==> config.mk <==
export PLATFORM = sky130hd
export DESIGN_NAME = ump_serial_core
export DESIGN_NICKNAME = d
export VERILOG_FILES = /design/src/ump_pkg.sv /design/src/ump_bit_sampler.sv /design/src/ump_serial_core.sv
export SDC_FILE = /design/constraint.sdc
export NUM_CORES = 1
export LEC_CHECK = 0
export ABC_AREA = 1
export BUFFER_PORTS_ARGS = -buffer_cell sky130_fd_sc_hd__buf_2
export CORE_MARGIN = 2
export CORE_UTILIZATION = 35
export DETAILED_ROUTE_END_ITERATION = 6
export PLACE_DENSITY_LB_ADDON = 0.05
export SYNTH_ARGS = -nofsm -noshare
export SYNTH_HDL_FRONTEND = slang
export SYNTH_HIERARCHICAL = 1
export SYNTH_SLANG_ARGS = --single-unit
==> constraint.sdc <==
create_clock -name clock_i -period 5.51 [get_ports clock_i]
set_clock_uncertainty 0.2 [all_clocks]
set_input_delay 0.551 -clock clock_i [delete_from_list [all_inputs] [get_ports clock_i]]
set_output_delay 0.551 -clock clock_i [all_outputs]
set_load 0.03 [all_outputs]
==> src/ump_pkg.sv <==
/*
  Shared constants and types for the serial mute/parity/LIN/sync core.
  Assumes a 16x oversampling tick from the baud generator on the core clock.
*/
package ump_pkg;
  localparam int OS_N = 16;
  localparam logic [3:0] OS_LAST = 4'hF;
  localparam logic [3:0] OS_MID = 4'h8;
  localparam logic [3:0] SMP_A = 4'h7;
  localparam logic [3:0] SMP_B = 4'h8;
  localparam logic [3:0] SMP_C = 4'h9;
  localparam logic [3:0] CK_HALF = 4'h8;
  localparam logic [3:0] NB_BASE = 4'h8;
  localparam logic [3:0] LIN_BRK_N = 4'hD;
  localparam logic [3:0] BRK_SHORT = 4'hA;
  localparam logic [3:0] BRK_LONG = 4'hB;
  localparam logic [3:0] BRK_ZERO_INIT = 4'h1;
  localparam logic [3:0] ZERO_MAX = 4'hF;
  localparam logic [8:0] MASK_W8 = 9'h0FF;
  localparam logic [8:0] MASK_W7 = 9'h07F;
  localparam logic [8:0] MASK_W9 = 9'h1FF;

  typedef enum logic [1:0] {
    UMP_HUNT = 2'b00,
    UMP_START = 2'b01,
    UMP_RUN = 2'b10
  } ump_smp_e;

  typedef enum logic [1:0] {
    UMP_T_IDLE = 2'b00,
    UMP_T_FRAME = 2'b01,
    UMP_T_BREAK = 2'b10,
    UMP_T_MARK = 2'b11
  } ump_tx_e;

  typedef struct packed {
    logic word_len9;
    logic parity_enable;
    logic parity_select;
    logic wake_addr_mark;
    logic lin_mode_enable;
    logic break_length_sel;
    logic sync_clock_enable;
    logic last_bit_clock_sel;
    logic clock_polarity_sel;
    logic clock_phase_sel;
    logic transmitter_enable;
    logic receiver_enable;
    logic parity_error_irq_en;
    logic break_irq_en;
  } ump_cfg_s;

  typedef struct packed {
    logic par_err;
    logic [8:0] data;
  } ump_rxw_s;
endpackage

==> src/ump_bit_sampler.sv <==
/*
  Oversampled start-bit hunter and bit sampler with 3-sample majority vote.
  Assumes the line input is already synchronised to clock_i.
*/
`timescale 1ns/1ns
`default_nettype none
module ump_bit_sampler #(
  parameter int OS_N = ump_pkg::OS_N
) (
  input wire logic clock_i,
  input wire logic rst_i,
  input wire logic en_i,
  input wire logic line_i,
  input wire logic tick_i,
  input wire logic restart_i,
  output logic bit_v_o,
  output logic bit_o,
  output logic busy_o
);
  if (OS_N != 16)
  begin : g_bad_os
    $error("ump_bit_sampler: sample points need 16x oversampling");
  end

  ump_pkg::ump_smp_e st_reg;
  logic [3:0] os_reg;
  logic [1:0] ones_reg;
  logic bit_v_reg;
  logic bit_reg;
  wire in_window = (os_reg == ump_pkg::SMP_A) || (os_reg == ump_pkg::SMP_B)
    || (os_reg == ump_pkg::SMP_C);
  wire [1:0] ones_next = ones_reg + {1'b0, line_i};
  wire majority = ones_next[1];

  always_ff @(posedge clock_i)
  begin
    if (rst_i || !en_i || restart_i)
    begin
      st_reg <= ump_pkg::UMP_HUNT;
      os_reg <= 4'h0;
      ones_reg <= 2'h0;
      bit_v_reg <= 1'b0;
      bit_reg <= 1'b1;
    end
    else
    begin
      bit_v_reg <= 1'b0;
      if (tick_i)
      begin
        unique case (st_reg)
          ump_pkg::UMP_HUNT:
            if (!line_i)
            begin
              st_reg <= ump_pkg::UMP_START;
              os_reg <= 4'h1;
            end
          ump_pkg::UMP_START:
          begin
            os_reg <= os_reg + 4'h1;
            // a glitch shorter than half a bit is not a start
            if (os_reg == ump_pkg::OS_MID && line_i)
              st_reg <= ump_pkg::UMP_HUNT;
            else if (os_reg == ump_pkg::OS_LAST)
            begin
              st_reg <= ump_pkg::UMP_RUN;
              ones_reg <= 2'h0;
            end
          end
          ump_pkg::UMP_RUN:
          begin
            os_reg <= os_reg + 4'h1;
            if (in_window)
              ones_reg <= ones_next;
            if (os_reg == ump_pkg::SMP_C)
            begin
              bit_v_reg <= 1'b1;
              bit_reg <= majority;
            end
            if (os_reg == ump_pkg::OS_LAST)
              ones_reg <= 2'h0;
          end
          default:
            st_reg <= ump_pkg::UMP_HUNT;
        endcase
      end
    end
  end

  assign bit_v_o = bit_v_reg;
  assign bit_o = bit_reg;
  assign busy_o = (st_reg != ump_pkg::UMP_HUNT);
endmodule
`default_nettype wire

==> src/ump_serial_core.sv <==
/*
  Serial core: receiver mute/wake, parity, LIN break send/detect,
  synchronous master clock, two-entry receive buffer.
  Assumes a one-cycle 16x oversampling tick from a baud generator on
  clock_i; rx_i is asynchronous to clock_i.
*/
`timescale 1ns/1ns
`default_nettype none
module ump_serial_core #(
  parameter int ADDR_W = 4
) (
  input wire logic clock_i,
  input wire logic rst_i,
  input wire logic os_tick_i,
  input wire logic rx_i,
  input wire ump_pkg::ump_cfg_s cfg_i,
  input wire logic [ADDR_W-1:0] node_addr_i,
  input wire logic mute_wr_i,
  input wire logic mute_wr_val_i,
  input wire logic send_break_req_i,
  input wire logic pe_clr_i,
  input wire logic brk_clr_i,
  input wire logic tx_valid_i,
  input wire logic [8:0] tx_data_i,
  output logic tx_ready_o,
  input wire logic rx_ready_i,
  output ump_pkg::ump_rxw_s rx_word_o,
  output logic receive_not_empty_flag_o,
  output logic receiver_mute_ctl_o,
  output logic parity_error_flag_o,
  output logic break_detected_flag_o,
  output logic irq_o,
  output logic tx_o,
  output logic bit_clock_out_o
);
  if (ADDR_W < 1 || ADDR_W > 7)
  begin : g_bad_addr
    $error("ump_serial_core: node address must fit below the msb");
  end

  logic rx_m_reg;
  logic rx_s_reg;
  ump_pkg::ump_tx_e tx_st_reg;
  logic [3:0] tx_os_reg;
  logic [3:0] tx_idx_reg;
  logic [10:0] tx_frame_reg;
  logic tx_ready_reg;
  logic tx_line_reg;
  logic ck_reg;
  logic brk_pend_reg;
  logic [8:0] rx_word_reg;
  logic [3:0] a_cnt_reg;
  logic halt_reg;
  logic [3:0] zeros_reg;
  logic [7:0] idle_cnt_reg;
  logic mute_reg;
  logic pe_reg;
  logic brk_reg;
  logic irq_reg;
  ump_pkg::ump_rxw_s head_reg;
  ump_pkg::ump_rxw_s tail_reg;
  logic head_v_reg;
  logic tail_v_reg;
  logic a_bit_v;
  logic a_bit;
  logic a_busy;
  logic b_bit_v;
  logic b_bit;
  logic b_busy;

  // two flops before any logic looks at the line
  always_ff @(posedge clock_i)
  begin
    if (rst_i)
    begin
      rx_m_reg <= 1'b1;
      rx_s_reg <= 1'b1;
    end
    else
    begin
      rx_m_reg <= rx_i;
      rx_s_reg <= rx_m_reg;
    end
  end

  // frame shape
  wire [3:0] nbits = ump_pkg::NB_BASE + {3'h0, cfg_i.word_len9};
  wire [3:0] stop_idx = nbits + 4'h1;
  wire [3:0] brk_last = cfg_i.lin_mode_enable ? ump_pkg::LIN_BRK_N - 4'h1
    : nbits + 4'h1;
  wire [8:0] par_mask = cfg_i.word_len9 ? ump_pkg::MASK_W8
    : ump_pkg::MASK_W7;
  wire [8:0] chk_mask = cfg_i.word_len9 ? ump_pkg::MASK_W9
    : ump_pkg::MASK_W8;

  // transmit frame build
  wire tx_par = ^(tx_data_i & par_mask) ^ cfg_i.parity_select;
  wire [8:0] tx_pay_p = cfg_i.word_len9 ? {tx_par, tx_data_i[7:0]}
    : {1'b1, tx_par, tx_data_i[6:0]};
  wire [8:0] tx_pay_n = cfg_i.word_len9 ? tx_data_i
    : {1'b1, tx_data_i[7:0]};
  wire [8:0] tx_pay = cfg_i.parity_enable ? tx_pay_p : tx_pay_n;
  wire [10:0] tx_frame_w = {1'b1, tx_pay, 1'b0};

  // transmit sequencing
  wire tx_idle = (tx_st_reg == ump_pkg::UMP_T_IDLE);
  wire tx_in_frame = (tx_st_reg == ump_pkg::UMP_T_FRAME);
  wire bit_end = os_tick_i && (tx_os_reg == ump_pkg::OS_LAST);
  wire tx_take = tx_ready_reg && tx_valid_i;
  wire brk_go = tx_idle && brk_pend_reg && cfg_i.transmitter_enable;
  wire tx_last = (tx_in_frame && tx_idx_reg == stop_idx)
    || (tx_st_reg == ump_pkg::UMP_T_BREAK && tx_idx_reg == brk_last)
    || (tx_st_reg == ump_pkg::UMP_T_MARK);
  wire ump_pkg::ump_tx_e tx_st_end =
    (tx_st_reg == ump_pkg::UMP_T_BREAK) ? ump_pkg::UMP_T_MARK
    : ump_pkg::UMP_T_IDLE;

  always_ff @(posedge clock_i)
  begin
    if (rst_i)
    begin
      tx_st_reg <= ump_pkg::UMP_T_IDLE;
      tx_os_reg <= 4'h0;
      tx_idx_reg <= 4'h0;
      tx_frame_reg <= 11'h7FF;
    end
    else if (tx_idle)
    begin
      tx_os_reg <= 4'h0;
      tx_idx_reg <= 4'h0;
      if (brk_go)
        tx_st_reg <= ump_pkg::UMP_T_BREAK;
      else if (tx_take)
      begin
        tx_st_reg <= ump_pkg::UMP_T_FRAME;
        tx_frame_reg <= tx_frame_w;
      end
    end
    else
    begin
      if (os_tick_i)
        tx_os_reg <= tx_os_reg + 4'h1;
      if (bit_end && tx_last)
      begin
        tx_st_reg <= tx_st_end;
        tx_idx_reg <= 4'h0;
      end
      else if (bit_end)
        tx_idx_reg <= tx_idx_reg + 4'h1;
    end
  end

  // break request is held until the transmitter is free; set wins
  always_ff @(posedge clock_i)
  begin
    if (rst_i)
      brk_pend_reg <= 1'b0;
    else
      brk_pend_reg <= send_break_req_i || (brk_pend_reg && !brk_go);
  end

  // synchronous clock: data bits only, last one optional
  wire in_data = tx_in_frame && tx_idx_reg != 4'h0 && tx_idx_reg <= nbits;
  wire last_ok = (tx_idx_reg != nbits) || cfg_i.last_bit_clock_sel;
  wire half_act = cfg_i.clock_phase_sel ? (tx_os_reg < ump_pkg::CK_HALF)
    : (tx_os_reg >= ump_pkg::CK_HALF);
  wire ck_act = cfg_i.sync_clock_enable && cfg_i.transmitter_enable
    && in_data && last_ok && half_act;

  always_ff @(posedge clock_i)
  begin
    if (rst_i)
    begin
      tx_ready_reg <= 1'b0;
      tx_line_reg <= 1'b1;
      ck_reg <= 1'b0;
    end
    else
    begin
      tx_ready_reg <= tx_idle && !tx_take && !brk_go && !brk_pend_reg
        && cfg_i.transmitter_enable;
      tx_line_reg <= tx_in_frame ? tx_frame_reg[tx_idx_reg]
        : (tx_st_reg != ump_pkg::UMP_T_BREAK);
      // polarity is taken live, so changing it while enabled glitches
      ck_reg <= cfg_i.clock_polarity_sel ^ ck_act;
    end
  end

  // receive: async sampler is parked in sync mode and while halted
  wire buf_full = head_v_reg && tail_v_reg;
  wire a_en = cfg_i.receiver_enable && !cfg_i.sync_clock_enable
    && !halt_reg && (a_busy || !buf_full);
  wire a_stop = a_bit_v && (a_cnt_reg == nbits);
  wire sync_on = cfg_i.sync_clock_enable && cfg_i.receiver_enable;
  wire sync_pt = sync_on && tx_in_frame && os_tick_i
    && (tx_os_reg == ump_pkg::CK_HALF);
  wire sync_smp = sync_pt && in_data;
  wire sync_done = sync_pt && (tx_idx_reg == stop_idx);
  wire char_done = a_stop || sync_done;
  wire wr_en = sync_smp || (a_bit_v && a_cnt_reg < nbits);
  wire [3:0] wr_idx = sync_on ? tx_idx_reg - 4'h1 : a_cnt_reg;
  wire wr_bit = sync_on ? rx_s_reg : a_bit;

  ump_bit_sampler u_rx_sampler (
    .clock_i(clock_i),
    .rst_i(rst_i),
    .en_i(a_en),
    .line_i(rx_s_reg),
    .tick_i(os_tick_i),
    .restart_i(a_stop),
    .bit_v_o(a_bit_v),
    .bit_o(a_bit),
    .busy_o(a_busy)
  );

  always_ff @(posedge clock_i)
  begin
    if (rst_i)
    begin
      a_cnt_reg <= 4'h0;
      rx_word_reg <= 9'h000;
    end
    else
    begin
      if (!a_busy)
        a_cnt_reg <= 4'h0;
      else if (a_bit_v)
        a_cnt_reg <= a_cnt_reg + 4'h1;
      if (wr_en)
        rx_word_reg[wr_idx] <= wr_bit;
    end
  end

  // character classification
  wire [3:0] msb_idx = nbits - (cfg_i.parity_enable ? 4'h2 : 4'h1);
  wire is_addr = cfg_i.wake_addr_mark && rx_word_reg[msb_idx];
  wire addr_match = rx_word_reg[ADDR_W-1:0] == node_addr_i;
  wire par_err = cfg_i.parity_enable
    && ((^(rx_word_reg & chk_mask)) != cfg_i.parity_select);
  wire deliver = char_done && (is_addr ? addr_match : !mute_reg);
  wire ferr = a_stop && !a_bit;

  // break detector has its own sampler, fed from the same synchronised line as the data receiver
  wire [3:0] brk_need = cfg_i.break_length_sel ? ump_pkg::BRK_LONG
    : ump_pkg::BRK_SHORT;
  wire b_one = b_bit_v && b_bit;
  wire brk_hit = b_one && (zeros_reg >= brk_need);

  ump_bit_sampler u_brk_sampler (
    .clock_i(clock_i),
    .rst_i(rst_i),
    .en_i(cfg_i.receiver_enable),
    .line_i(rx_s_reg),
    .tick_i(os_tick_i),
    .restart_i(b_one),
    .bit_v_o(b_bit_v),
    .bit_o(b_bit),
    .busy_o(b_busy)
  );

  // the start bit counts as the first zero
  always_ff @(posedge clock_i)
  begin
    if (rst_i || !b_busy)
      zeros_reg <= ump_pkg::BRK_ZERO_INIT;
    else if (b_bit_v && !b_bit && zeros_reg != ump_pkg::ZERO_MAX)
      zeros_reg <= zeros_reg + 4'h1;
  end

  // framing error in LIN mode halts; any one seen by the detector releases
  always_ff @(posedge clock_i)
  begin
    if (rst_i)
      halt_reg <= 1'b0;
    else if (ferr && cfg_i.lin_mode_enable)
      halt_reg <= 1'b1;
    else if (b_one || !cfg_i.lin_mode_enable)
      halt_reg <= 1'b0;
  end

  // idle frame: line high for a whole frame while no frame runs
  wire [7:0] idle_len = {nbits + 4'h2, 4'h0};
  wire idle_run = rx_s_reg && !a_busy && cfg_i.receiver_enable
    && !cfg_i.sync_clock_enable;
  wire idle_evt = os_tick_i && idle_run
    && (idle_cnt_reg == idle_len - 8'h01);

  always_ff @(posedge clock_i)
  begin
    if (rst_i || !idle_run)
      idle_cnt_reg <= 8'h00;
    else if (os_tick_i && idle_cnt_reg != idle_len)
      idle_cnt_reg <= idle_cnt_reg + 8'h01;
  end

  // mute control: hardware events outrank a software write
  always_ff @(posedge clock_i)
  begin
    if (rst_i)
      mute_reg <= 1'b0;
    else if (char_done && is_addr)
      mute_reg <= !addr_match;
    else if (idle_evt && !cfg_i.wake_addr_mark)
      mute_reg <= 1'b0;
    else if (mute_wr_i && !head_v_reg)
      mute_reg <= mute_wr_val_i;
  end

  // status flags; a setting event beats a clear in the same cycle
  always_ff @(posedge clock_i)
  begin
    if (rst_i)
    begin
      pe_reg <= 1'b0;
      brk_reg <= 1'b0;
      irq_reg <= 1'b0;
    end
    else
    begin
      pe_reg <= (pe_reg && !pe_clr_i) || (deliver && par_err);
      brk_reg <= (brk_reg && !brk_clr_i)
        || (brk_hit && cfg_i.lin_mode_enable && !mute_reg);
      irq_reg <= !mute_reg && ((pe_reg && cfg_i.parity_error_irq_en)
        || (brk_reg && cfg_i.break_irq_en));
    end
  end

  // two-entry receive buffer; a word arriving while full is dropped,
  // but the async sampler will not start a new frame while full
  wire pop = head_v_reg && rx_ready_i;
  wire ump_pkg::ump_rxw_s push_w = '{par_err: par_err,
    data: rx_word_reg & chk_mask};

  always_ff @(posedge clock_i)
  begin
    if (rst_i)
    begin
      head_v_reg <= 1'b0;
      tail_v_reg <= 1'b0;
      head_reg <= '0;
      tail_reg <= '0;
    end
    else if (pop)
    begin
      head_reg <= tail_v_reg ? tail_reg : push_w;
      head_v_reg <= tail_v_reg || deliver;
      tail_v_reg <= tail_v_reg && deliver;
      if (tail_v_reg && deliver)
        tail_reg <= push_w;
    end
    else if (deliver && !head_v_reg)
    begin
      head_reg <= push_w;
      head_v_reg <= 1'b1;
    end
    else if (deliver && !tail_v_reg)
    begin
      tail_reg <= push_w;
      tail_v_reg <= 1'b1;
    end
  end

  assign tx_ready_o = tx_ready_reg;
  assign rx_word_o = head_reg;
  assign receive_not_empty_flag_o = head_v_reg;
  assign receiver_mute_ctl_o = mute_reg;
  assign parity_error_flag_o = pe_reg;
  assign break_detected_flag_o = brk_reg;
  assign irq_o = irq_reg;
  assign tx_o = tx_line_reg;
  assign bit_clock_out_o = ck_reg;
endmodule
`default_nettype wire

**Word-level counts from Yosys, hierarchy flattened**

Index checks and enable logic that the tools add are counted.

- Memory bits (writable): 0
- Bits in registers: 98
- Memories kept: 0
- Memory bits (read-only): 0
- Logic and storage cells: 314
- Latch bits: 0

- Reductions and logical operators: 142
- Div/mod/pow operators: 0
- Shift-type cells: 0
- Magnitude comparators: 9
- Muxes and demuxes: 64
- Equal/unequal tests: 40
- Add/sub/neg operators: 15
- Bitwise gates (word level): 9
- $mul: 0

Operators with widths:

| cell | count |
|---|---|
| 10-bit two-way mux | 7 |
| 1-bit logical AND | 63 |
| 2-bit two-way mux | 19 |
| 9-bit two-way mux | 4 |
| 4-bit == test (second input constant) | 8 |
| 4-bit by 1-bit adder with 4-bit output (second input constant) | 7 |
| 1-bit logical OR | 22 |
| 1-bit logical NOT | 21 |
| 1-bit two-way mux | 20 |
| 2-bit nonzero test | 10 |
| 3-bit AND reduction | 6 |
| 9-bit parity | 2 |
| 4-bit == test | 4 |
| 4-bit case mux with 2 select lines | 2 |
| 4-bit by 5-bit less-than comparator with 1-bit output (second input constant) | 3 |
| 3-bit by 1-bit != test with 1-bit output (second input constant) | 5 |
| 4-bit two-way mux | 3 |
| 2-bit != test (second input constant) | 6 |
| 2-bit case mux with 3 select lines | 2 |
| 5-bit AND reduction | 2 |
| 9-bit by 8-bit bitwise AND with 9-bit output | 1 |
| 9-bit bitwise AND | 1 |
| 9-bit bitwise mux | 1 |
| 3-bit OR reduction | 3 |
| 34 further kinds | 57 |

**Depth between registers and ports, before layout**

Gate-level depths: netlist of run 1.

- Depth after elaboration: 11
- Depth in mapped cells: 16
- Mapped depth without buffers: 16

**Modules after synthesis**

The synthesis of run 1 kept the hierarchy.

By module, submodules not included:

| module | cells an instance | area an instance (um^2) | instances | seq. area each (um^2) |
|---|---|---|---|---|
| ump_serial_core | 647 | 4415.5 | 1 | 1561.5 |
| ump_bit_sampler | 94 | 646.9 | 2 | 200.2 |

**Worst setup path before layout of run 1**

OpenSTA, ideal clock, no wires.

- Kind: input port to flip-flop
- Start: input port cfg_i[12] in the netlist's numbering
- End: register tail_reg[7] in the netlist's numbering
- Data arrival time: 1.962 ns
- Path buffers: 1
- Library setup time: 0.115 ns
- Cell stages on the path: 13
- Slack: 3.233 ns
- Cells stage by stage: inv_1 > ha_1 > inv_2 > nand3_1 > a21boi_1 > nand2_1 > nand2_1 > nand4_2 > nand2_4 > buf_12 > nand3_1 > nand2_1 > nor2_1

- Cells in the longest elaborated chain, start to end: 10
- Elaborated cells between the ends (all ways): 14
- Those cells by class: add/sub (1); eq/ne (2); mux (4); reduce/logical (7)

Ends and longest elaborated chain:

| what | RTL line | source |
|---|---|---|
| from (decl) | ump_serial_core.sv:16 | `input wire ump_pkg::ump_cfg_s cfg_i,` |
| 2-bit two-way mux * | ump_serial_core.sv:235 | `wire [3:0] msb_idx = nbits - (cfg_i.parity_enable ? 4'h2 : 4'h1);` |
| 4-bit by 2-bit subtractor with 4-bit output * | ump_serial_core.sv:235 |  |
| 1-bit binary-select mux with 4-bit select * | ump_serial_core.sv:236 | `wire is_addr = cfg_i.wake_addr_mark && rx_word_reg[msb_idx];` |
| 1-bit two-way mux (not written as such) * | ump_serial_core.sv:236 |  |
| 1-bit logical AND * | ump_serial_core.sv:236 |  |
| 1-bit two-way mux * | ump_serial_core.sv:240 | `wire deliver = char_done && (is_addr ? addr_match : !mute_reg);` |
| 1-bit logical AND * | ump_serial_core.sv:240 |  |
| 1-bit logical AND (on tied branches) | ump_serial_core.sv:348, ump_serial_core.sv:351, ump_serial_core.sv:356 |  |
| 2-bit by 1-bit != test with 1-bit output (no line) (tied with other cells) | - |  |
| 3-bit AND reduction (no line) * | - |  |
| to (signal assigned) | ump_serial_core.sv:349 | `tail_reg <= push_w;` |
| to (signal assigned) | ump_serial_core.sv:358 | `tail_reg <= push_w;` |
| to (decl) | ump_serial_core.sv:61 | `ump_pkg::ump_rxw_s tail_reg;` |

Every way passes the cells marked *; elsewhere a longest branch is shown, timed or not. The select of a mux whose other input is x is not followed.
A chain may end at the register's enable or synchronous reset.

**Worst setup path after layout of run 1**

- Start: register tx_idx_reg[0]
- End: register tail_reg[9] in the netlist's numbering

- Cells in the longest elaborated chain, start to end: 7
- Elaborated cells between the ends (all ways): 11
- Those cells by class: eq/ne (3); reduce/logical (8)

Ends and longest elaborated chain:

| what | RTL line | source |
|---|---|---|
| from (decl) | ump_serial_core.sv:45 | `logic [3:0] tx_idx_reg;` |
| from (signal assigned) | ump_serial_core.sv:149 | `tx_idx_reg <= tx_idx_reg + 4'h1;` |
| 4-bit == test * | ump_serial_core.sv:198 | `wire sync_done = sync_pt && (tx_idx_reg == stop_idx);` |
| 1-bit logical AND * | ump_serial_core.sv:198 |  |
| 1-bit logical OR * | ump_serial_core.sv:199 | `wire char_done = a_stop \|\| sync_done;` |
| 1-bit logical AND * | ump_serial_core.sv:240 |  |
| 1-bit logical AND (on tied branches) | ump_serial_core.sv:348, ump_serial_core.sv:351, ump_serial_core.sv:356 |  |
| 2-bit by 1-bit != test with 1-bit output (no line) (tied with other cells) | - |  |
| 3-bit AND reduction (no line) * | - |  |

Every way passes the cells marked *; elsewhere a longest branch is shown, timed or not.

==> flow_metrics.py, run 1 <==
metrics = {
    "place": {
        "total_placed_instance_area_um2": 6150,
        "post-dp-hpwl_um": 10800,
        "place_congestion": 0.805,
        "place.port_buffers": 55,
    },
    "detailed_routing": {
        "number_of_routed_nets_with_antenna_violations": 0,
        "route.vias.total": 5231,
        "routed_wl_um": 14100,
        "drt_drc_violations_left": 0,
        "post_drt_wl_per_cell_um": 12.8,
        "vias_per_cell": 4.73,
        "detail_route.first_pass.iterations": 4,
        "initialDrtViolationCount": 227,
    },
    "sta": {
        "worstMarginPinSlew_ps": 830,
        "final_hold_violation_count": 0,
        "report.final.slew_viol_count": 0,
        "fin_crit_sh": 0.511,
        "timing.max_slew.rel_slack": 0.445,
        "max_freq_ghz": 0.355,
        "period_minus_slack_ps": 2810,
        "setup_repair_after_global_routing_missed_its_margin": "false",
        "fin_setup_tns_ps": 0,
        "count_of_endpoints_failing_setup_in_the_final_report": 0,
    },
    "die": {
        "initial_utilization": 0.358,
        "floorplan.core_area_um2": 15900,
        "die_w_um": 132,
        "placement_rows": 46,
        "die_h_um": 132,
        "floorplan.die_area_um2": 17400,
        "ios": 56,
    },
    "power_and_ir_drop": {
        "static-leakage-power_nw": 2.85,
        "power.ir.vdd_worst_mv": 0.157,
        "internal_power_mw": 1.11,
        "p_clk_frac": 0.401,
        "power.share.switching": 0.273,
        "seq_power_share": 0.481,
        "power_density_cells_nw_per_um2": 238,
        "p_comb_frac": 0.118,
        "switching_power_total_uw": 417,
        "p_total_mw": 1.53,
    },
    "worst_setup_path": {
        "cp_num_buf_inv": 2,
        "crit_path_end_kind": "flop",
        "crit_top_cell": "nand2_1",
        "path_delay_family": "simple AND/OR/NAND/NOR gates",
        "timing.critical_path.cells": "inv_2 -> ha_1 -> inv_1 -> nand3_1 -> nor3_2 -> nand2_2 -> nand2_4 -> nand4_1 -> nand2_1 -> nand2_1 -> nand2_1 -> nand2_1 -> nor2_1",
        "critical_path_class": "reg -> reg",
        "cp_max_delay_cell": "nand2_1",
        "worst-r2r-setup-slack_ps": 2700,
        "biggest_cell_delay_along_the_critical_path_ps": 560,
        "crit_arrival_ps": 2910,
        "cp-start-kind": "flop",
        "worst-path-max-fanout": 20,
        "endpoint_required_time_on_the_critical_path_ps": 5610,
    },
    "global_routing": {
        "grt_start_max_net_pins": 40,
        "grt_overflow_total": 0,
        "number_of_global_route_vias_before_repair": 4973,
        "gr-usage-all-layers": 0.170,
        "number_of_antenna_violations_at_the_first_check_in_global_routing": 0,
        "grt_first_pass_wirelength_um": 24000,
    },
    "clock_tree": {
        "cts-root-buf": "clkbuf_16",
        "cts_tree": "built",
        "post_cts_resize_count": 0,
        "cts.htree.levels": 3,
        "cts_hold_buffers": 0,
        "insertion_delay_ps": 350,
        "postCtsSetupRepairBufs": 0,
        "clkSlewWorstSetupHoldPaths_ps": 70,
        "cts.path.max_buffers": 2,
        "numClockSinks": 98,
        "cts_made_buffers": 9,
    },
    "logic_synthesis": {
        "synth_area_um2": 5710,
        "synth-adder-area-share": 0.0592,
        "synth-edff-count": 0,
        "synth_top_cell_by_area": "dfxtp_1",
        "synth-async-reset-ratio": 0,
        "synth.area.top_cells": "dfxtp_1 34%, nand2_1 12%, nor2_1 7.1%, inv_1 6.6%, ha_1 5.9%",
        "post_synth_inst_count": 835,
        "synthSimpleGateAreaFrac": 0.338,
        "yosys.area_share.xor_xnor": 0.0261,
        "postSynth.topFlopCell": "dfxtp_1",
        "synth_sequential_area_ratio": 0.344,
        "synth_compound_area_frac": 0.131,
        "synth_nets": 900,
        "synth_seq_cells": 98,
        "post_synth_most_frequent_cells": "181 x nand2_1, 108 x nor2_1, 100 x inv_1",
        "post-synth-top-area-fraction": 0.344,
        "largest_family_of_logic_cells_by_synthesized_area": "simple AND/OR/NAND/NOR gates",
        "syn-mean-instance-area_um2": 6.84,
        "number_of_distinct_library_cell_variants_in_the_gate_level_netlist_after_synthesis": 50,
        "yosys.cell_count.top_type": "nand2_1",
        "yosys_warnings": 6,
        "post_synth_mux_area_share": 0.00175,
    },
    "hold_path": {
        "hold_path.class": "in -> reg",
    },
    "final_layout": {
        "final_layout_size_suffix_gt1_frac": 0.153,
        "area_delta_synth_final_pct": 12.7,
        "final_cell_area_um2": 6440,
        "layout.nets": 951,
        "antenna_cells_inserted": 0,
    },
    "flow_run": {
        "timing.max_cap.violations": 0,
    },
    "run_status": {
        "run_status": "finished, final reports clean",
    },
}
[layout by cell type, fill, tap and decap left out, types with 3 or more instances in the layout]
cell and n:
nor2_1 108, clkinv_2 4, a211oi_1 3, nand3_2 3, ha_1 27, a31oi_1 5, nor2_4 6, clkbuf_16 9
dfxtp_1 98, nand2_2 13, nor3_1 17, or2_2 3, inv_1 100, buf_2 55, o21ai_0 41, xor2_1 8
nand4_1 11, xnor2_1 9, clkinv_1 3, nor4_1 6, inv_2 14, nand2_4 4, nand2_1 181, o22ai_1 3
a21oi_2 8, a21oi_1 45, nand3_1 60, o21ai_1 15
[metrics by stage]
stage | hold slack (ps) | utilization | instances | setup WS [ps]
6_report | 177 | 0.404 | 1107 | 2700
4_1_cts | 170 | 0.404 | 1107 | 2660
3_5_place_dp | 215 | 0.386 | 1091 | 2510
3_3_place_gp | 219 | 0.386 | 1091 | 2600
5_1_grt | 169 | 0.404 | 1107 | 2370
2_1_floorplan | 189 | - | 835 | 3230
[per-layer routing]
layer | GRT usage | up-vias | wire length [µm]
li1 | - | 2794 | -
met1 | 0.216 | 2370 | 6880
met5 | 0 | - | 0
met4 | 0.0652 | 0 | 257
met2 | 0.284 | 51 | 6560
met3 | 0.0324 | 16 | 410
[logic make-up after synthesis]
kind of cell / after synthesis
XOR/XNOR: 17
AO/OA/AOI/OAI: 132
flip-flops: 98
AND/OR/NAND/NOR: 424
buffers and inverters: 136
multiplexers: 1
adder cells (fa/ha/maj): 27
[power groups by stage]
stage / Clock [mW] / Sequential [mW] / Combinational, mW
4_1_cts: 0.641 / 0.736 / 0.181
5_1_grt: 0.673 / 0.739 / 0.204
6_report: 0.613 / 0.736 / 0.180
2_1_floorplan: 0 / 0.754 / 0.123
3_3_place_gp: 0 / 0.752 / 0.178
3_5_place_dp: 0 / 0.753 / 0.180
[final timing paths]
check | cells after the start | endpoint | startpoint
worst min register to register | 1 | rx_s_reg | rx_m_reg
worst min-delay path | 2 | rx_m_reg | rx_i
worst max-delay path | 13 | tail_reg[9] | tx_idx_reg[0]
worst max register to register | 13 | tail_reg[9] | tx_idx_reg[0]
[cell type report]
class	instances	area, µm²
Clock buffer	11	253
Clock inverter	5	28.8
Fill cell	1718	9510
Inverter	119	457
Multi-Input combinational cell	601	3180
Sequential cell	98	1960
Tap cell	216	270
Timing Repair Buffer	57	290
Power figures use the tool's default switching activity.
==> run 2, diff against run 1 <==
==> constraint.sdc (replaced) <==
create_clock -name clock_i -period 2.9 [get_ports clock_i]
set_clock_uncertainty 0.2 [all_clocks]
set_input_delay 0.29 -clock clock_i [delete_from_list [all_inputs] [get_ports clock_i]]
set_output_delay 0.29 -clock clock_i [all_outputs]
set_load 0.03 [all_outputs]
==> flow_metrics.py, run 2 (synthesis results as in run 1) <==
metrics = {
    "run_status": {
        "run_status": "finished, final reports clean",
    },
    "sta": {
        "timing.max_slew.rel_slack": 0.635,
        "worstMarginPinSlew_ps": 548,
        "report.final.slew_viol_count": 0,
        "max_freq_ghz": 0.387,
        "period_minus_slack_ps": 2580,
        "hold_slack_final_ps": 19.6,
        "fin_crit_sh": 0.891,
        "fin_setup_tns_ps": 0,
        "final_hold_violation_count": 0,
        "count_of_endpoints_failing_setup_in_the_final_report": 0,
        "setup_repair_after_global_routing_missed_its_margin": "false",
    },
    "final_layout": {
        "mostFrequentLayoutCells": "181 x nand2_1, 108 x nor2_1, 100 x inv_1",
        "layout.core_utilization": 0.414,
        "register_area_um2": 1960,
        "final_layout_size_suffix_gt1_frac": 0.154,
        "layout.nets": 968,
        "antenna_cells_inserted": 0,
        "area_delta_synth_final_pct": 15.6,
        "multi_input_combinational_cell_area_um2": 3180,
        "fillerInstances": 1685,
        "final_common_cell": "nand2_1",
    },
    "detailed_routing": {
        "initialDrtViolationCount": 189,
        "drt_drc_violations_left": 0,
        "number_of_routed_nets_with_antenna_violations": 0,
        "vias_per_cell": 4.76,
        "post_drt_wl_per_cell_um": 12.7,
        "detail_route.first_pass.iterations": 4,
        "route.vias.total": 5352,
        "routed_wl_um": 14200,
    },
    "worst_setup_path": {
        "worst-path-max-fanout": 12,
        "timing.critical_path.cells": "inv_2 -> ha_1 -> inv_1 -> nand3_1 -> nor3_2 -> nand2_2 -> nand2_4 -> inv_2 -> nor2_4 -> nand2_2 -> nand2_2 -> inv_2 -> nor2_1 -> nor2_1",
        "critical_path_class": "reg -> reg",
        "cp_max_delay_cell": "dfxtp_1",
        "critical_path.startpoint": "tx_idx_reg[0]",
        "endpoint_required_time_on_the_critical_path_ps": 2950,
        "cp_num_buf_inv": 4,
        "crit_path_end_kind": "flop",
        "biggest_cell_delay_along_the_critical_path_ps": 520,
        "cp-start-kind": "flop",
        "crit_arrival_ps": 2630,
        "path_delay_family": "simple AND/OR/NAND/NOR gates",
        "critical_path.reg2reg.startpoint": "tx_idx_reg[0]",
    },
    "die": {
        "initial_utilization": 0.358,
        "floorplan.core_area_um2": 15900,
        "placement_rows": 46,
        "floorplan.die_area_um2": 17400,
        "die_w_um": 132,
        "ios": 56,
        "die_h_um": 132,
    },
    "power_and_ir_drop": {
        "power.ir.vdd_worst_mv": 0.309,
        "p_total_mw": 2.93,
        "static-leakage-power_nw": 2.92,
        "power_density_cells_nw_per_um2": 444,
    },
    "place": {
        "place_congestion": 0.803,
        "post-dp-hpwl_um": 11000,
        "place.port_buffers": 55,
    },
    "global_routing": {
        "number_of_antenna_violations_at_the_first_check_in_global_routing": 0,
        "grt_first_pass_wirelength_um": 23900,
        "grt_overflow_total": 0,
        "gr-usage-all-layers": 0.169,
        "grt_start_max_net_pins": 41,
        "number_of_global_route_vias_before_repair": 5090,
    },
    "clock_tree": {
        "cts_tree": "built",
        "post_cts_resize_count": 0,
        "numClockSinks": 98,
        "cts-root-buf": "clkbuf_16",
        "clkSlewWorstSetupHoldPaths_ps": 70,
        "cts.path.max_buffers": 2,
        "cts_made_buffers": 9,
        "cts.htree.levels": 3,
        "insertion_delay_ps": 350,
    },
    "hold_path": {
        "hold_path.class": "in -> reg",
        "min-delay-start": "cfg_i[1]",
    },
    "flow_run": {
        "timing.max_cap.violations": 0,
    },
}
-- run 2: final timing paths --
path / to / slack [ps] / cells past startpoint
worst max-delay path: rx_word_o[9] / 320 / 14
worst min-delay path: irq_o / 20 / 3
worst max register to register: rx_word_o[9] / 320 / 14
worst min register to register: rx_s_reg / 230 / 1
-- run 2: cell type report --
type / count / share of cell area
multi-input cells: 601 / 0.481
repair buffers: 74 / 0.0682
flip-flops and latches: 98 / 0.297
inverters: 119 / 0.0692
well taps: 216 / 0.0409
clock inverters: 7 / 0.00929
clock buffers: 9 / 0.0341
-- run 2: report_power, final --
group / internal, mW / switching (mW) / leakage (nW) / total (mW)
registers: 1.37 / 0.0241 / 0.792 / 1.40
clock network: 0.599 / 0.579 / 0.140 / 1.18
logic: 0.126 / 0.228 / 1.98 / 0.354
total: 2.10 / 0.831 / 2.92 / 2.93
-- run 2: worst min-delay path: stages --
cell	delay, ps
buf_2	100
nand2_1	50
a21oi_1	80
-- run 2: per-layer routing --
| layer | share of wire | wire length, µm | up-vias | GRT usage |
|---|---|---|---|---|
| met5 | 0 | 0 | - | 0 |
| met4 | 0.012 | 173 | 0 | 0.0465 |
| met3 | 0.035 | 499 | 12 | 0.0448 |
| met2 | 0.48 | 6890 | 71 | 0.296 |
| met1 | 0.47 | 6690 | 2442 | 0.206 |
| li1 | - | - | 2827 | - |
-- run 2: timing repair --
action                    in CTS  in global routing
hold endpoints to repair      13                  0
hold buffers                  13                  0
setup buffers                  0                  0
-- run 2: per-stage QoR --
stage / cell area [µm²] / setup WS, ps / cells
final: 6600 / 317 / 1124
after CTS: 6600 / 310 / 1124
after global placement: 6180 / 444 / 1095
after global routing: 6600 / 85.3 / 1124
after floorplan: 5710 / 692 / 835
after detailed placement: 6180 / 315 / 1095
==> run 3, diff against run 2 <==
--- a/config.mk
+++ b/config.mk
@@ -10,7 +10,7 @@
 export CORE_MARGIN = 2
 export CORE_UTILIZATION = 35
 export DETAILED_ROUTE_END_ITERATION = 6
-export PLACE_DENSITY_LB_ADDON = 0.05
+export GPL_ROUTABILITY_DRIVEN = 0
 export SYNTH_ARGS = -nofsm -noshare
 export SYNTH_HDL_FRONTEND = slang
 export SYNTH_HIERARCHICAL = 1
==> constraint.sdc (replaced) <==
create_clock -name clock_i -period 2.2 [get_ports clock_i]
set_clock_uncertainty 0.2 [all_clocks]
set_input_delay 0.22 -clock clock_i [delete_from_list [all_inputs] [get_ports clock_i]]
set_output_delay 0.22 -clock clock_i [all_outputs]
set_load 0.03 [all_outputs]
==> flow_metrics.py, run 3 (synthesis results as in run 1) <==
metrics = {
    "clock_tree": {
        "cts-root-buf": "clkbuf_16",
        "cts.htree.levels": 3,
        "cts.path.max_buffers": 2,
        "cts_tree": "built",
        "cts_made_buffers": 9,
        "insertion_delay_ps": 350,
        "clkSlewWorstSetupHoldPaths_ps": 70,
        "numClockSinks": 98,
    },
    "power_and_ir_drop": {
        "internal_power_mw": 3.01,
        "power.share.switching": 0.259,
        "p_total_mw": 4.06,
        "seq_power_share": 0.454,
        "p_comb_frac": 0.123,
        "power_density_cells_nw_per_um2": 586,
        "p_clk_frac": 0.423,
        "switching_power_total_mw": 1.05,
        "static-leakage-power_nw": 3.05,
        "power.ir.vdd_worst_mv": 0.377,
    },
    "global_routing": {
        "groute.layer.met2.usage": 0.270,
        "grt.busiest_layer": "met2",
        "gr_met3_demand_resource": 0.0316,
        "grt_start_max_net_pins": 39,
        "gr-usage-all-layers": 0.161,
        "grt.met1_usage": 0.209,
        "grt_first_pass_wirelength_um": 23000,
        "number_of_antenna_violations_at_the_first_check_in_global_routing": 0,
        "number_of_global_route_vias_before_repair": 4906,
        "grt_overflow_total": 0,
    },
    "worst_setup_path": {
        "worst-path-max-fanout": 9,
        "crit_arrival_ps": 2100,
        "critical_path.reg2reg.startpoint": "tx_idx_reg[0]",
        "crit_path_end_kind": "flop",
        "endpoint_required_time_on_the_critical_path_ps": 2250,
        "critical_path.startpoint": "tx_idx_reg[0]",
        "cp-start-kind": "flop",
        "critical_path_class": "reg -> reg",
    },
    "place": {
        "post-dp-hpwl_um": 10300,
        "place.port_buffers": 55,
        "total_placed_instance_area_um2": 6350,
        "place.detailed.instances": 1114,
    },
    "sta": {
        "max_freq_ghz": 0.488,
        "final_hold_violation_count": 0,
        "report.final.slew_viol_count": 0,
        "timing.max_slew.rel_slack": 0.737,
        "fin_crit_sh": 0.932,
        "period_minus_slack_ps": 2050,
        "count_of_endpoints_failing_setup_in_the_final_report": 0,
        "worstMarginPinSlew_ps": 390,
    },
    "detailed_routing": {
        "initialDrtViolationCount": 265,
        "drt_drc_violations_left": 0,
        "routed_wl_um": 13700,
        "detail_route.first_pass.iterations": 4,
        "post_drt_wl_per_cell_um": 11.9,
        "vias_per_cell": 4.68,
        "number_of_routed_nets_with_antenna_violations": 0,
        "route.vias.total": 5389,
    },
    "die": {
        "initial_utilization": 0.358,
        "floorplan.die_area_um2": 17400,
        "floorplan.core_area_um2": 15900,
        "placement_rows": 46,
        "die_w_um": 132,
        "ios": 56,
        "die_h_um": 132,
    },
    "final_layout": {
        "final_common_cell": "nand2_1",
        "mostFrequentLayoutCells": "180 x nand2_1, 105 x nor2_1, 99 x inv_1",
        "antenna_cells_inserted": 0,
        "finalNonFillerCells": 1151,
        "layout.nets": 995,
        "final_layout_size_suffix_gt1_frac": 0.182,
        "area_delta_synth_final_pct": 21.4,
        "final_cell_area_um2": 6930,
    },
    "flow_run": {
        "timing.max_cap.violations": 0,
    },
    "run_status": {
        "run_status": "finished, final reports clean",
    },
    "hold_path": {
        "min-delay-start": "cfg_i[1]",
        "hold_path.class": "in -> reg",
    },
}
==> run 3: cell count changes in the layout (fill, tap and decap cells not counted), sizes merged <==
cell         before  now
clkinvlp          1    0
inv             118  117
bufinv            0    2
buf              61   84
clkinv            7    6
dlygate4sd3      13   17
clkbuf            9   10
==> run 3: power by group through the flow <==
stage,clock (mW),combinational [mW],sequential (mW)
2_1_floorplan,0,0.309,1.89
3_3_place_gp,0,0.474,1.88
3_5_place_dp,0,0.477,1.88
4_1_cts,1.77,0.502,1.84
5_1_grt,1.84,0.567,1.85
6_report,1.72,0.501,1.84
==> run 3: through the flow <==
stage / util / hold slack, ps / setup slack (ps) / setup TNS, ps
detailed placement: 0.399 / 196 / 50.7 / 0
global route: 0.435 / 30.5 / -0.257 / -0.257
floorplan: - / 124 / 58.0 / 0
finish: 0.435 / 11.8 / 149 / 0
global placement: 0.399 / 190 / 74.3 / 0
CTS: 0.429 / 9.70 / 105 / 0
==> run 3: layout make-up <==
class                   instances  area [µm²]
clock inverters                 6        87.6
repair buffers                101         696
well taps                     216         270
multi-input cells             601        3230
inverters                     119         459
flip-flops and latches         98        1960
clock buffers                  10         229
fillers                      1690        9010
==> run 3: worst max-delay path, cell delays in order (launching register included) <==
cell	delay, ps
dfxtp_2	330
inv_2	80
ha_4	200
inv_2	50
nand3_1	80
nor3_2	210
nand2_2	110
nand2_4	100
nand4_4	140
nand2_8	130
buf_6	150
nand3_1	80
nand2_1	60
nor2_1	30
==> run 3: timing repair <==
item                                   CTS  global route
setup endpoints to repair                0            17
hold buffers                            17             0
endpoints found under the hold margin   17             0
buffers inserted                         0             4
gates resized for setup                  0            13
==> run 3: routing by layer <==
metal	part of all wire	wire [µm]	vias to the layer above
met1	0.48	6600	2407
met2	0.47	6360	87
met3	0.036	499	18
met5	0	0	-
met4	0.015	209	0
li1	-	-	2877
==> run 3: worst paths after layout <==
| kind | endpoint | slack [ps] | cells past startpoint |
|---|---|---|---|
| worst min-delay path | irq_o | 10 | 3 |
| worst max-delay path | tail_reg[7] | 150 | 13 |
| worst min register to register | rx_s_reg | 210 | 1 |
| worst max register to register | tail_reg[7] | 150 | 13 |
